File: config.mk
export PLATFORM = sky130hd
export DESIGN_NAME = link_request_serial_decoder
export DESIGN_NICKNAME = d
export VERILOG_FILES = /design/src/rtl/request_pkg.sv /design/src/rtl/link_request_serial_decoder.sv
export VERILOG_INCLUDE_DIRS = /design/src /design/src/rtl
export SDC_FILE = /design/constraint.sdc
export NUM_CORES = 1
export LEC_CHECK = 0
export BUFFER_PORTS_ARGS = -buffer_cell sky130_fd_sc_hd__buf_2
export CORE_MARGIN = 1.5
export CORE_UTILIZATION = 58
export DETAILED_ROUTE_END_ITERATION = 10
export PLACE_DENSITY = 0.91
export SYNTH_ARGS = -nofsm -noshare
export SYNTH_HDL_FRONTEND = slang
export SYNTH_SLANG_ARGS = --single-unit
export TNS_END_PERCENT = 50
File: constraint.sdc
create_clock -name hclk -period 9.4 [get_ports hclk]
set_input_delay 0.47 -clock hclk [delete_from_list [all_inputs] [get_ports hclk]]
set_output_delay 0.47 -clock hclk [all_outputs]
set_load 0.05 [all_outputs]
File: src/rtl/decoder_cfg.svh
// Constants for the serial request decoder.
`ifndef DECODER_CFG_SVH
`define DECODER_CFG_SVH
`define FRAME_BITS 17
`define CNT_W 5
`define LEN_BUS_SHORT 5'd7
`define LEN_BUS_LONG 5'd8
`define LEN_READ 5'd9
`define LEN_WRITE 5'd17
`define LEN_ACCEL 5'd6
`define LEN_RESERVED 5'd4
`define SPEED_S100 3'h0
`define SPEED_S200 3'h2
`define SPEED_S400 3'h4
`define EAA_REG 4'h5
`define EAA_BIT 0
`define OFS_CONTROL 8'h00
`define OFS_STATUS 8'h04
`define OFS_LAST_WRITE 8'h08
`define CONTROL_RESET 32'h0000_0001
`define HTRANS_NONSEQ 2'h2
`define HSIZE_WORD 3'h2
`endif

File: src/rtl/request_pkg.sv
// Types shared by the serial request decoder.
package request_pkg;
  typedef enum logic [2:0] {
    REQ_IMMEDIATE = 3'h0,
    REQ_ISOCHRONOUS = 3'h1,
    REQ_PRIORITY = 3'h2,
    REQ_FAIR = 3'h3,
    REQ_READ = 3'h4,
    REQ_WRITE = 3'h5,
    REQ_ACCEL = 3'h6,
    REQ_RESERVED = 3'h7
  } req_type_e;
  typedef enum logic [1:0] {
    CTL_IDLE = 2'h0,
    CTL_STATUS = 2'h1,
    CTL_RECEIVE = 2'h2,
    CTL_GRANT = 2'h3
  } ctl_code_e;
  typedef enum logic [1:0] {
    ST_IDLE = 2'b01,
    ST_SHIFT = 2'b10
  } parse_state_e;
  typedef struct packed {
    logic valid;
    req_type_e kind;
    logic [2:0] speed;
    logic bad_speed;
  } bus_req_s;
  typedef struct packed {
    logic pending;
    logic [3:0] addr;
    logic [7:0] data;
  } read_req_s;
endpackage

File: src/rtl/link_request_serial_decoder.sv
// Serial request decoder with its small register file and bus slave.
`include "decoder_cfg.svh"
`timescale 1ns/1ps
`default_nettype none

// Function
// RQ1 - Bus request: start, type, speed, optional stop.
// RQ2 - Speed codes 000, 010, 100 valid only.
// RQ3 - Invalid speed arbitrates, then sends null packet.
// RQ4 - Read request: nine bits, four-bit address.
// RQ5 - Write request: seventeen bits, address, data byte.
// RQ6 - Accel request: six bits, one control bit.
// RQ7 - Link waits one clock after idle.
// RQ8 - Receive code clears pending fair/priority.
// RQ9 - Fair/priority in flight during receive dropped.
// RQ10 - Link sequences cycle start and isochronous.
// RQ11 - Isochronous request held until bus won.
// RQ12 - Link sends immediate request during reception.
// RQ13 - Immediate request granted when reception ends.
// RQ14 - Link abandons grant on bad header.
// RQ15 - Link keeps one bus request outstanding.
// RQ16 - New bus request ignored; bus reset clears.
// RQ17 - Write stores byte when frame completes.
// RQ18 - Read held until status transfer succeeds.
// RQ19 - Register requests anytime; one read outstanding.
// RQ20 - Acceleration active only with enable bit.
// RQ21 - Accel request immediate; reset, iso re-enable.
// RQ22 - Link toggles acceleration around cycle start.
// RQ23 - Type field encodes seven request kinds.
// RQ24 - Line rests low, MSB first, start one.
// RQ25 - Everything sampled on rising clock edge.
// RQ26 - Control codes idle, status, receive, grant.
// RQ27 - Seven-bit bus request ends after last speed.
module link_request_serial_decoder #(
  parameter int NUM_PHY_REGS = 16
) (
  // Clock and reset.
  input wire logic hclk,
  input wire logic hresetn,
  // Register bus.
  input wire logic hsel,
  input wire logic [31:0] haddr,
  input wire logic [1:0] htrans,
  input wire logic hwrite,
  input wire logic [2:0] hsize,
  input wire logic [31:0] hwdata,
  input wire logic hready,
  output logic hreadyout,
  output logic hresp,
  output logic [31:0] hrdata,
  // Link side.
  input wire logic link_request_line,
  input wire request_pkg::ctl_code_e interface_control_bus,
  // Arbitration and status events.
  input wire logic bus_won,
  input wire logic bus_reset,
  input wire logic read_delivered,
  // Decoded results.
  output request_pkg::bus_req_s bus_request,
  output request_pkg::read_req_s read_request,
  output logic immediate_grant,
  output logic transmit_null,
  output logic arbitration_accel_enable,
  output logic accel_active
);
  import request_pkg::*;

  if (NUM_PHY_REGS != 16) begin : g_check
    $error("The four-bit address needs exactly 16 registers.");
  end

  ////////////////////////////////////////////////////////////////////////
  function automatic logic [4:0] frame_len(input logic [2:0] kind,
                                           input logic last_speed);
    case (kind)
      REQ_IMMEDIATE, REQ_ISOCHRONOUS, REQ_PRIORITY, REQ_FAIR: begin
        frame_len = last_speed ? `LEN_BUS_LONG : `LEN_BUS_SHORT; // [RQ1]
      end
      REQ_READ: frame_len = `LEN_READ; // [RQ4]
      REQ_WRITE: frame_len = `LEN_WRITE; // [RQ5]
      REQ_ACCEL: frame_len = `LEN_ACCEL; // [RQ6]
      default: frame_len = `LEN_RESERVED;
    endcase
  endfunction

  function automatic logic speed_bad(input logic [2:0] spd);
    speed_bad = !(spd == `SPEED_S100 || spd == `SPEED_S200 ||
                  spd == `SPEED_S400); // [RQ2]
  endfunction

  ////////////////////////////////////////////////////////////////////////
  parse_state_e state, next_state;
  logic [`FRAME_BITS-1:0] frm, next_frm;
  logic [`CNT_W-1:0] cnt, next_cnt;
  logic rx_seen, next_rx_seen;
  logic done;
  logic [2:0] f_type, f_speed;
  logic [3:0] f_addr;
  logic [7:0] f_data;
  logic enable;
  logic in_receive;

  assign in_receive = interface_control_bus == CTL_RECEIVE;

  // Bit 0 arrives first and lands in frm[0].
  always_comb begin
    next_state = state;
    next_frm = frm;
    next_cnt = cnt;
    next_rx_seen = rx_seen;
    done = 1'b0;
    case (state)
      ST_IDLE: begin
        if (enable && link_request_line) begin // [RQ24] [RQ25]
          next_state = ST_SHIFT;
          next_frm = '0;
          next_frm[0] = 1'b1;
          next_cnt = 5'd1;
          next_rx_seen = in_receive;
        end
      end
      ST_SHIFT: begin
        next_frm[cnt] = link_request_line;
        next_cnt = cnt + 5'd1;
        next_rx_seen = rx_seen | in_receive; // [RQ9]
        if (next_cnt >= 5'd4 && next_cnt ==
            frame_len({next_frm[1], next_frm[2], next_frm[3]},
                      next_frm[6])) begin // [RQ27]
          done = 1'b1;
          next_state = ST_IDLE;
        end
      end
      default: next_state = ST_IDLE;
    endcase
  end

  always_ff @(posedge hclk or negedge hresetn) begin
    if (!hresetn) begin
      state <= ST_IDLE;
      frm <= '0;
      cnt <= '0;
      rx_seen <= 1'b0;
    end else begin
      state <= next_state;
      frm <= next_frm;
      cnt <= next_cnt;
      rx_seen <= next_rx_seen;
    end
  end

  assign f_type = {next_frm[1], next_frm[2], next_frm[3]}; // [RQ23]
  assign f_speed = {next_frm[4], next_frm[5], next_frm[6]};
  assign f_addr = {next_frm[4], next_frm[5], next_frm[6], next_frm[7]};
  assign f_data = {next_frm[8], next_frm[9], next_frm[10],
                   next_frm[11], next_frm[12], next_frm[13],
                   next_frm[14], next_frm[15]};

  ////////////////////////////////////////////////////////////////////////
  // A stop bit of one marks a broken frame, so it is dropped whole.
  logic stop_ok;
  logic is_bus, is_fp;
  logic [7:0] phy_reg [NUM_PHY_REGS];
  logic [7:0] next_phy_reg [NUM_PHY_REGS];
  bus_req_s next_bus;
  read_req_s next_read;
  logic accel_on, next_accel_on;
  logic next_null;
  ctl_code_e ctl_prev;
  logic rx_end;

  assign is_bus = f_type[2] == 1'b0;
  assign is_fp = f_type == REQ_PRIORITY || f_type == REQ_FAIR;
  assign stop_ok = !next_frm[next_cnt - 5'd1];
  assign rx_end = ctl_prev == CTL_RECEIVE && !in_receive;

  always_comb begin
    next_bus = bus_request;
    next_read = read_request;
    next_accel_on = accel_on;
    next_null = transmit_null;
    for (int i = 0; i < NUM_PHY_REGS; i++) begin
      next_phy_reg[i] = phy_reg[i];
    end
    if (bus_won) begin
      next_null = bus_request.valid && bus_request.bad_speed; // [RQ3]
      next_bus.valid = 1'b0; // [RQ11]
    end
    if (in_receive && (bus_request.kind == REQ_PRIORITY ||
                       bus_request.kind == REQ_FAIR)) begin
      next_bus.valid = 1'b0; // [RQ8]
    end
    if (bus_reset) begin
      next_bus.valid = 1'b0; // [RQ16]
      next_accel_on = 1'b1; // [RQ21]
      next_null = 1'b0;
    end
    if (read_delivered) begin
      next_read.pending = 1'b0; // [RQ18]
    end
    if (done && stop_ok) begin
      if (is_bus && !bus_request.valid &&
          !(is_fp && (rx_seen || in_receive))) begin // [RQ9] [RQ16]
        next_bus.valid = 1'b1;
        next_bus.kind = req_type_e'(f_type);
        next_bus.speed = f_speed;
        next_bus.bad_speed = speed_bad(f_speed); // [RQ3]
        if (f_type == REQ_ISOCHRONOUS) begin
          next_accel_on = 1'b1; // [RQ21]
        end
      end
      if (f_type == REQ_READ &&
          (!read_request.pending || read_delivered)) begin // [RQ19]
        next_read.pending = 1'b1;
        next_read.addr = f_addr;
      end
      if (f_type == REQ_WRITE) begin
        next_phy_reg[f_addr] = f_data; // [RQ17]
      end
      if (f_type == REQ_ACCEL) begin
        next_accel_on = next_frm[4]; // [RQ21]
      end
    end
    next_read.data = next_phy_reg[next_read.addr]; // [RQ18]
  end

  always_ff @(posedge hclk or negedge hresetn) begin
    if (!hresetn) begin
      bus_request <= '0;
      read_request <= '0;
      accel_on <= 1'b1;
      transmit_null <= 1'b0;
      ctl_prev <= CTL_IDLE;
      for (int i = 0; i < NUM_PHY_REGS; i++) begin
        phy_reg[i] <= 8'h00;
      end
    end else begin
      bus_request <= next_bus;
      read_request <= next_read;
      accel_on <= next_accel_on;
      transmit_null <= next_null;
      ctl_prev <= interface_control_bus; // [RQ26]
      for (int i = 0; i < NUM_PHY_REGS; i++) begin
        phy_reg[i] <= next_phy_reg[i];
      end
    end
  end

  assign arbitration_accel_enable = phy_reg[`EAA_REG][`EAA_BIT];
  assign accel_active = accel_on && arbitration_accel_enable; // [RQ20]
  // No arbitration wait: the grant follows the last receive cycle.
  assign immediate_grant = bus_request.valid &&
                           bus_request.kind == REQ_IMMEDIATE &&
                           rx_end; // [RQ13]

  ////////////////////////////////////////////////////////////////////////
  // Zero wait states; a write address phase is caught and decoded next; a read is decoded in its own address phase.
  logic [31:0] control, next_control;
  logic [31:0] next_hrdata;
  logic wr_pend, next_wr_pend;
  logic [7:0] wr_ofs, next_wr_ofs;
  logic [11:0] last_write, next_last_write;
  logic take;

  assign take = hsel && hready && htrans == `HTRANS_NONSEQ;
  assign enable = control[0];

  always_comb begin
    next_control = control;
    next_wr_pend = take && hwrite;
    next_wr_ofs = haddr[7:0];
    next_hrdata = hrdata;
    next_last_write = last_write;
    if (done && stop_ok && f_type == REQ_WRITE) begin
      next_last_write = {f_addr, f_data};
    end
    if (wr_pend && wr_ofs == `OFS_CONTROL) begin
      next_control = {31'h0000_0000, hwdata[0]};
    end
    if (take && !hwrite) begin
      case (haddr[7:0])
        `OFS_CONTROL: next_hrdata = control;
        `OFS_STATUS: next_hrdata = {18'h0_0000, accel_active,
                                    read_request.addr,
                                    read_request.pending,
                                    bus_request.bad_speed,
                                    bus_request.speed,
                                    bus_request.kind,
                                    bus_request.valid};
        `OFS_LAST_WRITE: next_hrdata = {20'h0_0000, last_write};
        default: next_hrdata = 32'h0000_0000;
      endcase
    end
  end

  always_ff @(posedge hclk or negedge hresetn) begin
    if (!hresetn) begin
      control <= `CONTROL_RESET;
      wr_pend <= 1'b0;
      wr_ofs <= 8'h00;
      hrdata <= 32'h0000_0000;
      last_write <= 12'h000;
    end else begin
      control <= next_control;
      wr_pend <= next_wr_pend;
      wr_ofs <= next_wr_ofs;
      hrdata <= next_hrdata;
      last_write <= next_last_write;
    end
  end

  assign hreadyout = 1'b1;
  assign hresp = 1'b0;
endmodule
`default_nettype wire

## Word level (Yosys, flattened, before mapping)

Cells that the tools add are included.

- Mux-type cells: 43
- Order comparisons: 7
- Bitwise gates (word level): 4
- Equal/unequal tests: 26
- Add/sub/neg operators: 2
- Reduce and logical (&&, ||, !) cells: 45

Operator list:

| cell | count |
|---|---|
| two-way mux 128 bit | 2 |
| bitwise mux 128 bit | 1 |
| one-hot mux 14 bit (3 select lines) | 1 |
| two-way mux 8 bit | 5 |
| one-hot mux 17 bit (2 select lines) | 1 |
| binary-select mux 8 bit (select 4 bit) | 1 |
| demux 8 bit (select 4 bit) | 1 |
| == test 3 x 2 -> 1 bit (second input constant) | 7 |
| == test 3 bit (second input constant) | 7 |
| logical AND 1 bit | 21 |
| two-way mux 5 bit | 4 |
| one-hot mux 5 bit (4 select lines) | 1 |
| bitwise mux 17 bit | 1 |
| two-way mux 17 bit | 1 |
| logical NOT 8 bit | 2 |
| two-way mux 1 bit | 16 |
| less-than comparator 5 x 6 -> 1 bit (second input constant) | 2 |
| greater-or-equal comparator 5 bit (second input constant) | 2 |
| NOT 4 -> 5 bit | 2 |
| one-hot mux 5 bit (2 select lines) | 1 |
| logical NOT 3 bit | 3 |
| == test 2 bit (second input constant) | 4 |
| == test 8 x 3 -> 1 bit (second input constant) | 1 |
| == test 8 x 4 -> 1 bit (second input constant) | 1 |
| other kinds (22) | 39 |

- Output and inout bits: 59
- Register bits: 232
- Word-level logic and storage cells: 162
- Bits of input ports: 80

## Longest topological paths before layout

Gate-level depths: netlist of the first run.

- Depth in word-level cells: 19
- Gate-level depth with buffers: 20
- Mapped depth without buffers: 17

## Worst setup path before layout of the first run

Ideal clock, no wire load.

- Path kind: register -> register
- From: register state[0]
- To: register read_request[7] in the netlist's numbering
- Buffers on the path: 3
- Arrival time: 4835 ps
- Cell stages (with the launch flop): 20
- Required time: 9271 ps
- Period minus slack after synthesis: 4964 ps
- Path slack: 4436 ps
- Setup time: 129 ps
- Cells stage by stage: dfstp_2 inv_1 ha_1 clkbuf_1 nand4b_1 o211ai_2 inv_2 ha_1 xnor2_1 and2_1 a221o_1 o31ai_2 o211a_4 mux2i_2 buf_2 clkbuf_1 nand2_1 a32oi_1 o21ai_1 a2111o_1

RTL lines:

| element | RTL line | source |
|---|---|---|
| start, declared | link_request_serial_decoder.sv:92 | `parse_state_e state, next_state;` |
| start signal, assigned | link_request_serial_decoder.sv:144 | `state <= next_state;` |
| end signal, assigned | link_request_serial_decoder.sv:238 | `read_request <= next_read;` |
| end, declared | link_request_serial_decoder.sv:60 | `output request_pkg::read_req_s read_request,` |

==> out/results.ini, run 1 <==
[floorplanning]
dieWidth_um = 141.6
coreArea_um2 = 18770
initial_utilization_pct = 59.35
die_area_um2 = 20040
ios = 139
fp.dieH_um = 141.6
rows = 50

[hold_path]
min_from = interface_control_bus[0]
hold_class = in -> reg

[worst_setup_path]
arrival_ns = 7.59
startpoint = state[0]
max_stage_delay_ns = 0.71
crit_family = compound AO/OA/AOI/OAI gates
timing.critical_path.buf_inv = 4
cpMaxStageDelayCell = ha_1
crit_type = reg -> reg
worstPathRequired_ns = 9.75
cp_max_fo = 35
startpoint_type = flop
cp_cell_sequence = inv_1, ha_1, nor2b_1, nand3_1, o21a_1, clkinv_1, mux2i_1, o211ai_1, nor2_1, o211a_4, mux2i_2, buf_4, inv_2, and2_1, a221oi_1, o22ai_1, a2111o_1
cp-end-kind = flop
r2r-start = state[0]

[layout]
fin_util_pct = 65.25
layout_common_cells = 211 x dfrtp_1, 123 x nand2_1, 84 x nor2_1
final_area_um2 = 12250
area_delta_synth_final_pct = 9.952
largest_register_ffs = 127
final_common_cell = dfrtp_1
final_nets = 1240
layout-drive-gt1-share_pct = 14.81

[synthesis]
synth_seq_cells = 214
synthFlopType = dfrtp_1
synth_area_leaders = dfrtp_1 47%, mux2i_1 4.8%, nand2_1 4.1%, o21ai_0 3.0%, nor2_1 2.8%
synth_area_um2 = 11140
synth_edf_count = 0
synth_top_cell_by_area = dfrtp_1
synth_top_area_share_pct = 47.41
yosysWarnings = 0
synthCells = 1122
avgSynthCellArea_um2 = 9.927
async_reset_ff_share_pct = 100.0
seq_area_frac_synth_pct = 48.11
yosysUniqueCellTypes = 93

[routing]
wirelength_mm = 30.12
vias_per_cell = 6.596
via_count = 9254
first_iter_violations = 1082
antenna_left = 0
wl_per_cell_um = 21.47
drc = 0
drtPass1Iterations = 7

[timing]
fin_crit_sh_pct = 77.00
maxSlewHeadroom_pct = 13.73
period_needed_ns = 7.238
setup_viol = 0
rsz0062_at_grt = no
tightest_slew_ns = 1.291
whs_ns = 0.08715
skew_ns = 0.01259
tns_ns = 0
hold_viol_final = 0
max_freq_ghz = 0.1382
maxSlewViolCount = 0

[run_status]
outcome = complete, no violations

[placed_design]
hpwl_mm = 19.87
place_area_um2 = 11470
portBuffers = 60
globalplace.congestion = 0.9089

[pwr]
ir_drop_mv = 0.1618
leakage_nw = 5.868
pwr-share-seq_pct = 39.5
switching_share_pct = 31.97
pwr-share-clk_pct = 37.5
internal_power_w = 0.001665
p_switching_w = 0.0007824
p_per_area_nw_per_um2 = 199.8
combPwrFrac_pct = 22.9

[grt]
grt_overflow = 0
grt_use_met3_pct = 5.940
grt_pass1_wl_mm = 48.39
grt_pass1_vias = 9361
antenna_found_initial = 0
gr-usage-met2_pct = 48.60
grt_usage_pct = 30.50
grt_max_degree = 79
top_usage_layer = met2
met1_usage_pct = 39.17

[cts]
clock_tree.root_cell = clkbuf_16
clk_pin_slew_ns = 0.06
cts_tree = yes
cts_buffers = 22
worstSkewPairLatency_ns = 0.51
htreeDepth = 1
post_cts_buffers = 0
cts_sinks = 214
clock_path_buffers = 3

[job]
cap_violations = 0

[path summary, 6_finish.rpt]
| kind | to | slack (ns) | cells after the start |
|---|---|---|---|
| setup / recovery | read_request[3] | 2.16 | 17 |
| hold / removal | ctl_prev[0] | 0.09 | 1 |
| setup reg to reg | read_request[3] | 2.16 | 17 |
| hold reg to reg | phy_reg[52] | 0.48 | 2 |
| max in group asynchronous | phy_reg[10] | 7.52 | 3 |
| min in group asynchronous | frm[0] | 0.51 | 2 |
[power by group through the flow]
stage / logic (W) / clock network [W] / registers [W]
global route: 0.000608 / 0.000961 / 0.000970
finish: 0.000561 / 0.000919 / 0.000967
global placement: 0.000529 / 0 / 0.000982
detailed placement: 0.000546 / 0 / 0.000984
floorplan: 0.000452 / 0 / 0.000974
CTS: 0.000549 / 0.000921 / 0.000967
[area by class of cell]
type                            instances  area [um^2]
Multi-Input combinational cell        762         5125
Tap cell                              234        292.8
Timing Repair Buffer                   71        394.1
Clock inverter                          8        120.1
Sequential cell                       214         5359
Clock buffer                           31        645.6
Antenna cell                            1        2.502
Fill cell                            1356         6521
Inverter                               82        307.8
[cell usage after synthesis (5+ instances only)]
| library cell | n |
|---|---|
| nand2_1 | 123 |
| dfrtp_1 | 211 |
| a221oi_1 | 6 |
| o21ai_0 | 67 |
| o211ai_1 | 21 |
| o221ai_1 | 9 |
| ha_1 | 7 |
| nor2_1 | 84 |
| o21ai_1 | 5 |
| o22ai_1 | 11 |
| a21boi_0 | 5 |
| and3_1 | 9 |
| a32oi_1 | 5 |
| a211o_1 | 5 |
| a21oi_1 | 50 |
| buf_4 | 21 |
| buf_2 | 10 |
| nand3b_1 | 8 |
| o22a_1 | 5 |
| nor4_1 | 6 |
| nand4b_1 | 6 |
| a31oi_1 | 5 |
| or4b_1 | 5 |
| and2_1 | 14 |
| mux2_1 | 6 |
| clkbuf_1 | 46 |
| a211oi_1 | 17 |
| mux2i_1 | 53 |
| mux2_2 | 25 |
| nor3_1 | 10 |
| inv_1 | 75 |
| nand3_1 | 24 |
| a22oi_1 | 12 |
| or3_1 | 10 |
| mux4_2 | 6 |
| nand4bb_1 | 5 |
| nand2b_1 | 9 |
| nor2b_1 | 6 |
[metal layers]
layer / part of all wire [%] / wire, um / vias up
li1: - / - / 4039
met1: 38 / 11530 / 4443
met2: 46 / 13860 / 607
met3: 9.7 / 2910 / 165
met4: 6.0 / 1814 / 0
met5: 0 / 0 / -
[timing repair]
action                    CTS  global route
hold buffers                1             0
resized for setup           0             0
hold endpoints to repair   58             0
[metrics by stage]
step	worst slack, ns	instances	total power [W]
floorplan	4.436	1140	0.001426
global placement	2.721	1362	0.001512
detailed placement	2.533	1362	0.001530
CTS	2.486	1402	0.002437
global route	1.922	1402	0.002539
finish	2.162	1403	0.002447
[cells by family after synthesis]
group	count (synthesis)	share of synthesized area, %
other	2	0.06743
xor gates and xnor gates	8	0.6290
and+or+nand+nor	354	16.29
AOI/OAI and AO/OA	279	18.01
buffers and inverters	164	6.482
muxes	94	9.627
adders and majority gates	7	0.7863
DFF	214	48.11
(Power assumes the default switching activity.)
==> run 2, diff against run 1 <==
Settings changed: CORE_UTILIZATION 58 to 53, PLACE_DENSITY 0.91 to 0.88.
Clock period 9.4 ns to 6.5 ns, I/O delays scaled along.
==> run 2 against run 1 <==
Effect of this change:
- critical path depth decreased by 1
- maximum frequency increased by 21%
- combinational power increased by 57%
- sequential power increased by 44%
- global-route usage decreased by 2.4 points
- via count about the same
- design area increased by 3.0%
- highest routed layer unchanged
- wire length increased by 2.0%
- power increased by 48%
- critical endpoint unchanged
- register-to-register slack got worse by 1.6 ns
- sequential share of layout area decreased by 1.3 points
==> out/results.ini, run 2 (synthesis gave the netlist of run 1 again) <==
[run_status]
outcome = complete, no violations

[layout]
layout-drive-gt1-share_pct = 16.97
diodes = 0
nFillCells = 1557
final_common_cell = dfrtp_1
layout_common_cells = 211 x dfrtp_1, 123 x nand2_1, 84 x nor2_1
register_area_um2 = 5359
area_delta_synth_final_pct = 13.29
final_nets = 1279
multi_input_area_um2 = 5125
largest_register_ffs = 127

[floorplanning]
die_area_um2 = 21890
coreArea_um2 = 20430
initial_utilization_pct = 54.52
ios = 139
dieWidth_um = 148.0
rows = 52
fp.dieH_um = 148.0

[worst_setup_path]
arrival_ns = 6.31
worstPathRequired_ns = 6.85
cp_max_fo = 16
cp-end-kind = flop
startpoint_type = flop
cpMaxStageDelayCell = a2111oi_4
timing.critical_path.buf_inv = 2
crit_family = compound AO/OA/AOI/OAI gates
max_stage_delay_ns = 0.81
crit_type = reg -> reg
cp_cell_sequence = inv_1, ha_1, nand2b_1, o211ai_2, inv_2, ha_1, xnor2_1, and2_1, a221o_1, o31a_1, a2111oi_4, mux2i_1, o22ai_1, a221oi_1, o22ai_1, a2111o_1

[pwr]
pwr-share-seq_pct = 38.4
leakage_nw = 6.064
switching_share_pct = 31.97
p_per_area_nw_per_um2 = 286.6
p_switching_w = 0.001156
combPwrFrac_pct = 24.4
internal_power_w = 0.002460
pwr-share-clk_pct = 37.3
ir_drop_mv = 0.1931

[timing]
tightest_slew_ns = 1.124
fin_crit_sh_pct = 91.70
hold_viol_final = 0
setup_viol = 0
skew_ns = 0.01703
maxSlewHeadroom_pct = 24.74
max_freq_ghz = 0.1678
setup_slack_ns = 0.5398
tns_ns = 0
maxSlewViolCount = 0
period_needed_ns = 5.960
rsz0062_at_grt = no

[routing]
antenna_left = 0
first_iter_violations = 1022
vias_per_cell = 6.258
via_count = 9250
wl_per_cell_um = 20.78
wirelength_mm = 30.72
drtPass1Iterations = 6
drc = 0

[cts]
htreeDepth = 1
cts_sinks = 214
cts_hold_buffers = 10
clk_pin_slew_ns = 0.06
cts_buffers = 23
clock_tree.root_cell = clkbuf_16
cts_tree = yes
clock_path_buffers = 3
worstSkewPairLatency_ns = 0.51
post_cts_buffers = 0
cts_resized = 0

[hold_path]
hold_class = in -> reg

[grt]
grt_usage_pct = 28.10
grt_overflow = 0
grt_max_degree = 84
antenna_found_initial = 0
grt_pass1_vias = 8913
grt_pass1_wl_mm = 48.56

[job]
cap_violations = 0

[placed_design]
globalplace.congestion = 0.9401
portBuffers = 60
hpwl_mm = 20.53
dp_slack_ns = 0.6241

## run 2: cell types whose count changed in the layout (fill, tap and decap cells not counted)
cell           before  now
buf_4              10   39
bufinv_16           3    2
clkbuf_1            4    3
clkbuf_8            5    9
diode_2             1    0
dlygate4sd3_1       1   10
## run 2: layout make-up
cell class,instances,area share [%]
flip-flops and latches,214,42.47
multi-input cells,762,40.61
repair buffers,109,5.563
clock buffers,34,5.523
well taps,270,2.677
inverters,82,2.439
clock inverters,7,0.7139
## run 2: worst paths after layout
path,slack (ns),startpoint,cells past startpoint,end
max,0.54,state[0],16,read_request[3]
max reg2reg,0.54,state[0],16,read_request[3]
min in group asynchronous,0.34,hresetn,2,frm[16]
min,0.01,haddr[3],1,wr_ofs[3]
min reg2reg,0.48,phy_reg[52],2,phy_reg[52]
max in group asynchronous,4.77,hresetn,3,phy_reg[82]
## run 2: power groups by stage
stage	clock network (W)	logic [W]	registers (W)
floorplan	0	0.000654	0.00141
global placement	0	0.000824	0.00141
detailed placement	0	0.000854	0.00141
CTS	0.00135	0.000863	0.00139
global route	0.00140	0.000955	0.00139
finish	0.00135	0.000881	0.00139
## run 2: stage by stage
| stage | util (%) | power [W] | std cells | hold WS (ns) | area [um^2] |
|---|---|---|---|---|---|
| 6_report | 61.77 | 0.003616 | 1478 | 0.01179 | 12620 |
| 5_1_grt | 61.77 | 0.003746 | 1478 | 0.006343 | 12620 |
| 4_1_cts | 61.77 | 0.003599 | 1478 | 0.002049 | 12620 |
| 3_5_place_dp | 57.42 | 0.002265 | 1427 | 0.3087 | 11730 |
| 3_3_place_gp | 57.42 | 0.002233 | 1427 | 0.3067 | 11730 |
| 2_1_floorplan | - | 0.002062 | 1140 | 0.02941 | 11210 |
## run 2: worst register-to-register path: cells and delay by family, from the launching register on
kind	cells	cell delay, ns
buf+inv	2	0.23
xor+xnor	1	0.22
flops	1	0.53
fa+ha+maj	2	0.74
simple gates	2	0.51
mux	1	0.30
compound gates	8	3.28
## run 2: per-layer routing
layer	GRT usage [%]	part of all wire [%]	routed length, um	vias to the layer above
met5	0	0	0	-
met4	10.40	3.7	1144	0
met3	4.167	8.6	2628	93
met2	46.33	48	14730	496
met1	37.83	40	12220	4552
li1	-	-	-	4109
==> run 3, diff against run 2 <==
Settings changed: ABC_AREA set to 1, CORE_UTILIZATION 53 to 54, SLEW_MARGIN set to 20.
==> run 3 against run 2 <==
Effect of this change:
- design area rose by 17%
- clock-buffer cell count fell by 5
- flip-flop and latch count is the same
- wire length is 29% higher
- worst hold slack improved by 0.019 ns
- utilization shrank 1.7 points
- clock power is 12% higher
- synthesized area up 22%
- power is 15% higher
- sequential power about the same
- clock skew grew 0.013 ns
- largest power group is now clock
==> out/results.ini, run 3 <==
[timing]
maxSlewViolCount = 0
skew_ns = 0.03009
maxSlewHeadroom_pct = 31.78
fin_crit_sh_pct = 80.29
max_freq_ghz = 0.1916
whs_ns = 0.03056
rsz0062_at_grt = no
tns_ns = 0
tightest_slew_ns = 1.014
setup_viol = 0
hold_viol_final = 0
period_needed_ns = 5.219

[placed_design]
place_area_um2 = 13740
hpwl_mm = 24.04
portBuffers = 60
globalplace.congestion = 0.9002

[pwr]
leakage_nw = 7.550
combPwrFrac_pct = 29.4
pwr-share-clk_pct = 36.4
pwr-share-seq_pct = 34.2
power_w = 0.004155
ir_drop_mv = 0.2795
switching_share_pct = 37.61
internal_power_w = 0.002593
p_per_area_nw_per_um2 = 282.2
p_switching_w = 0.001563

[synthesis]
synth_area_um2 = 13580
synthFlopType = dfrtp_1
synth-compound-area-share_pct = 9.397
synth_area_leaders = dfrtp_1 39%, nand2_1 31%, nand3_1 6.5%, o21ai_0 6.1%, inv_1 2.5%
synthCells = 2094
synthXorXnorAreaFrac_pct = 0.1935
yosys.area_share.simple_pct = 40.22
async_reset_ff_share_pct = 100.0
synth_seq_cells = 214
yosys.area_share.adder_pct = 0.6449
seq_area_frac_synth_pct = 39.46
yosysWarnings = 0
synth_top_area_share_pct = 38.88
synth_top_family_by_area = simple AND/OR/NAND/NOR gates
synth_mux_area_share_pct = 1.704
yosysUniqueCellTypes = 46
avgSynthCellArea_um2 = 6.486
synth_edf_count = 0
synth_most_common_cell = nand2_1
synth_top_cell_by_area = dfrtp_1
synth_common_cells = 1122 x nand2_1, 211 x dfrtp_1, 177 x nand3_1

[routing]
wl_per_cell_um = 16.36
drc = 0
drtPass1Iterations = 9
vias_per_cell = 5.802
via_count = 14069
antenna_left = 0
first_iter_violations = 1911
wirelength_mm = 39.67

[grt]
grt_pass1_vias = 13388
grt_max_degree = 76
grt_overflow = 0
grt_usage_pct = 30.05
antenna_found_initial = 0
grt_pass1_wl_mm = 64.56

[layout]
nFillCells = 2213
layout_common_cells = 1121 x nand2_1, 211 x dfrtp_1, 177 x nand3_1
diodes = 0
final_area_um2 = 14730
area_delta_synth_final_pct = 8.429
final_nets = 2171
final_common_cell = nand2_1
largest_register_ffs = 127
layout-drive-gt1-share_pct = 7.711

[worst_setup_path]
worstPathRequired_ns = 6.96
cp-end-kind = flop
arrival_ns = 5.68
startpoint_type = flop
timing.critical_path.buf_inv = 7
crit_family = buffers and inverters
crit_type = reg -> reg
cpMaxStageDelayCell = buf_4
cp_max_fo = 64
max_stage_delay_ns = 0.64
crit_top_cell = nand2_1

[cts]
cts_buffers = 23
clock_tree.root_cell = clkbuf_16
worstSkewPairLatency_ns = 0.54
cts_sinks = 214
clock_path_buffers = 3
clk_pin_slew_ns = 0.06
cts_tree = yes
htreeDepth = 1
cts_resized = 0

[job]
cap_violations = 0

[floorplanning]
ios = 139
die_area_um2 = 26110
initial_utilization_pct = 55.36
fp.dieH_um = 161.6
coreArea_um2 = 24530
dieWidth_um = 161.6
rows = 57

[hold_path]
hold_class = in -> reg

[run_status]
outcome = complete, no violations

run 3: changes by cell type after synthesis, moves of 31 or more:
cell | previous run | this run
a21oi_1 | 50 | 10
buf_2 | 10 | 60
mux2i_1 | 53 | 22
nand2_1 | 123 | 1122
nand3_1 | 24 | 177
nor2_1 | 84 | 31
o21ai_0 | 67 | 165
o21ai_1 | 5 | 38
run 3: layer usage:
| metal | wire (um) | track usage, % |
|---|---|---|
| met5 | 0 | 0 |
| met1 | 15890 | 38.90 |
| met2 | 18330 | 49.55 |
| met4 | 1583 | 13.01 |
| met3 | 3872 | 5.213 |
run 3: power by group through the flow:
stage	sequential [W]	combinational [W]	clock, W
4_1_cts	0.00142	0.00119	0.00152
3_3_place_gp	0.00144	0.00115	0
3_5_place_dp	0.00144	0.00117	0
2_1_floorplan	0.00148	0.000861	0
6_report	0.00142	0.00122	0.00151
5_1_grt	0.00143	0.00131	0.00157
run 3: final timing paths:
path	start	to	slack [ns]	cells past startpoint
worst min register to register	hrdata[8]	hrdata[8]	0.48	2
worst max register to register	state[0]	read_request[1]	1.28	28
worst min-delay path	bus_reset	transmit_null	0.03	2
max in group asynchronous	hresetn	phy_reg[45]	4.75	3
worst max-delay path	state[0]	read_request[1]	1.28	28
min in group asynchronous	hresetn	phy_reg[78]	0.37	2
run 3: layout make-up:
cell class              count  area (um^2)  share of cell area, %
well taps                 324        405.4                  2.753
clock buffers              29        648.1                  4.401
clock inverters            13        224.0                  1.521
flip-flops and latches    214         5359                  36.39
repair buffers             85        525.5                  3.568
multi-input cells        1653         7162                  48.63
inverters                 107        402.9                  2.736
run 3: cells by family after synthesis:
group,Yosys count
simple gates,1362
flops,214
other cells,2
fa+ha+maj,7
xor+xnor,3
compound gates,238
mux,23
buf+inv,245
run 3: worst reg2reg max path, delay by kind of cell (launching register included):
kind            cells  cell delay, ns
buf+inv             7            1.81
simple gates       18            1.80
fa+ha+maj           2            0.63
flops               1            0.54
compound gates      1            0.38
run 3: what timing repair did:
item / in CTS / in global routing
hold buffers: 11 / 0
setup buffers: 0 / 0
endpoints found under the hold margin: 79 / 0
run 3: through the flow:
step	setup WS, ns	std cells	util, %
finish	1.281	2425	60.03
global route	1.025	2425	60.03
CTS	1.444	2425	60.03
detailed placement	1.448	2372	56.02
global placement	1.473	2372	56.02
floorplan	3.164	2112	-
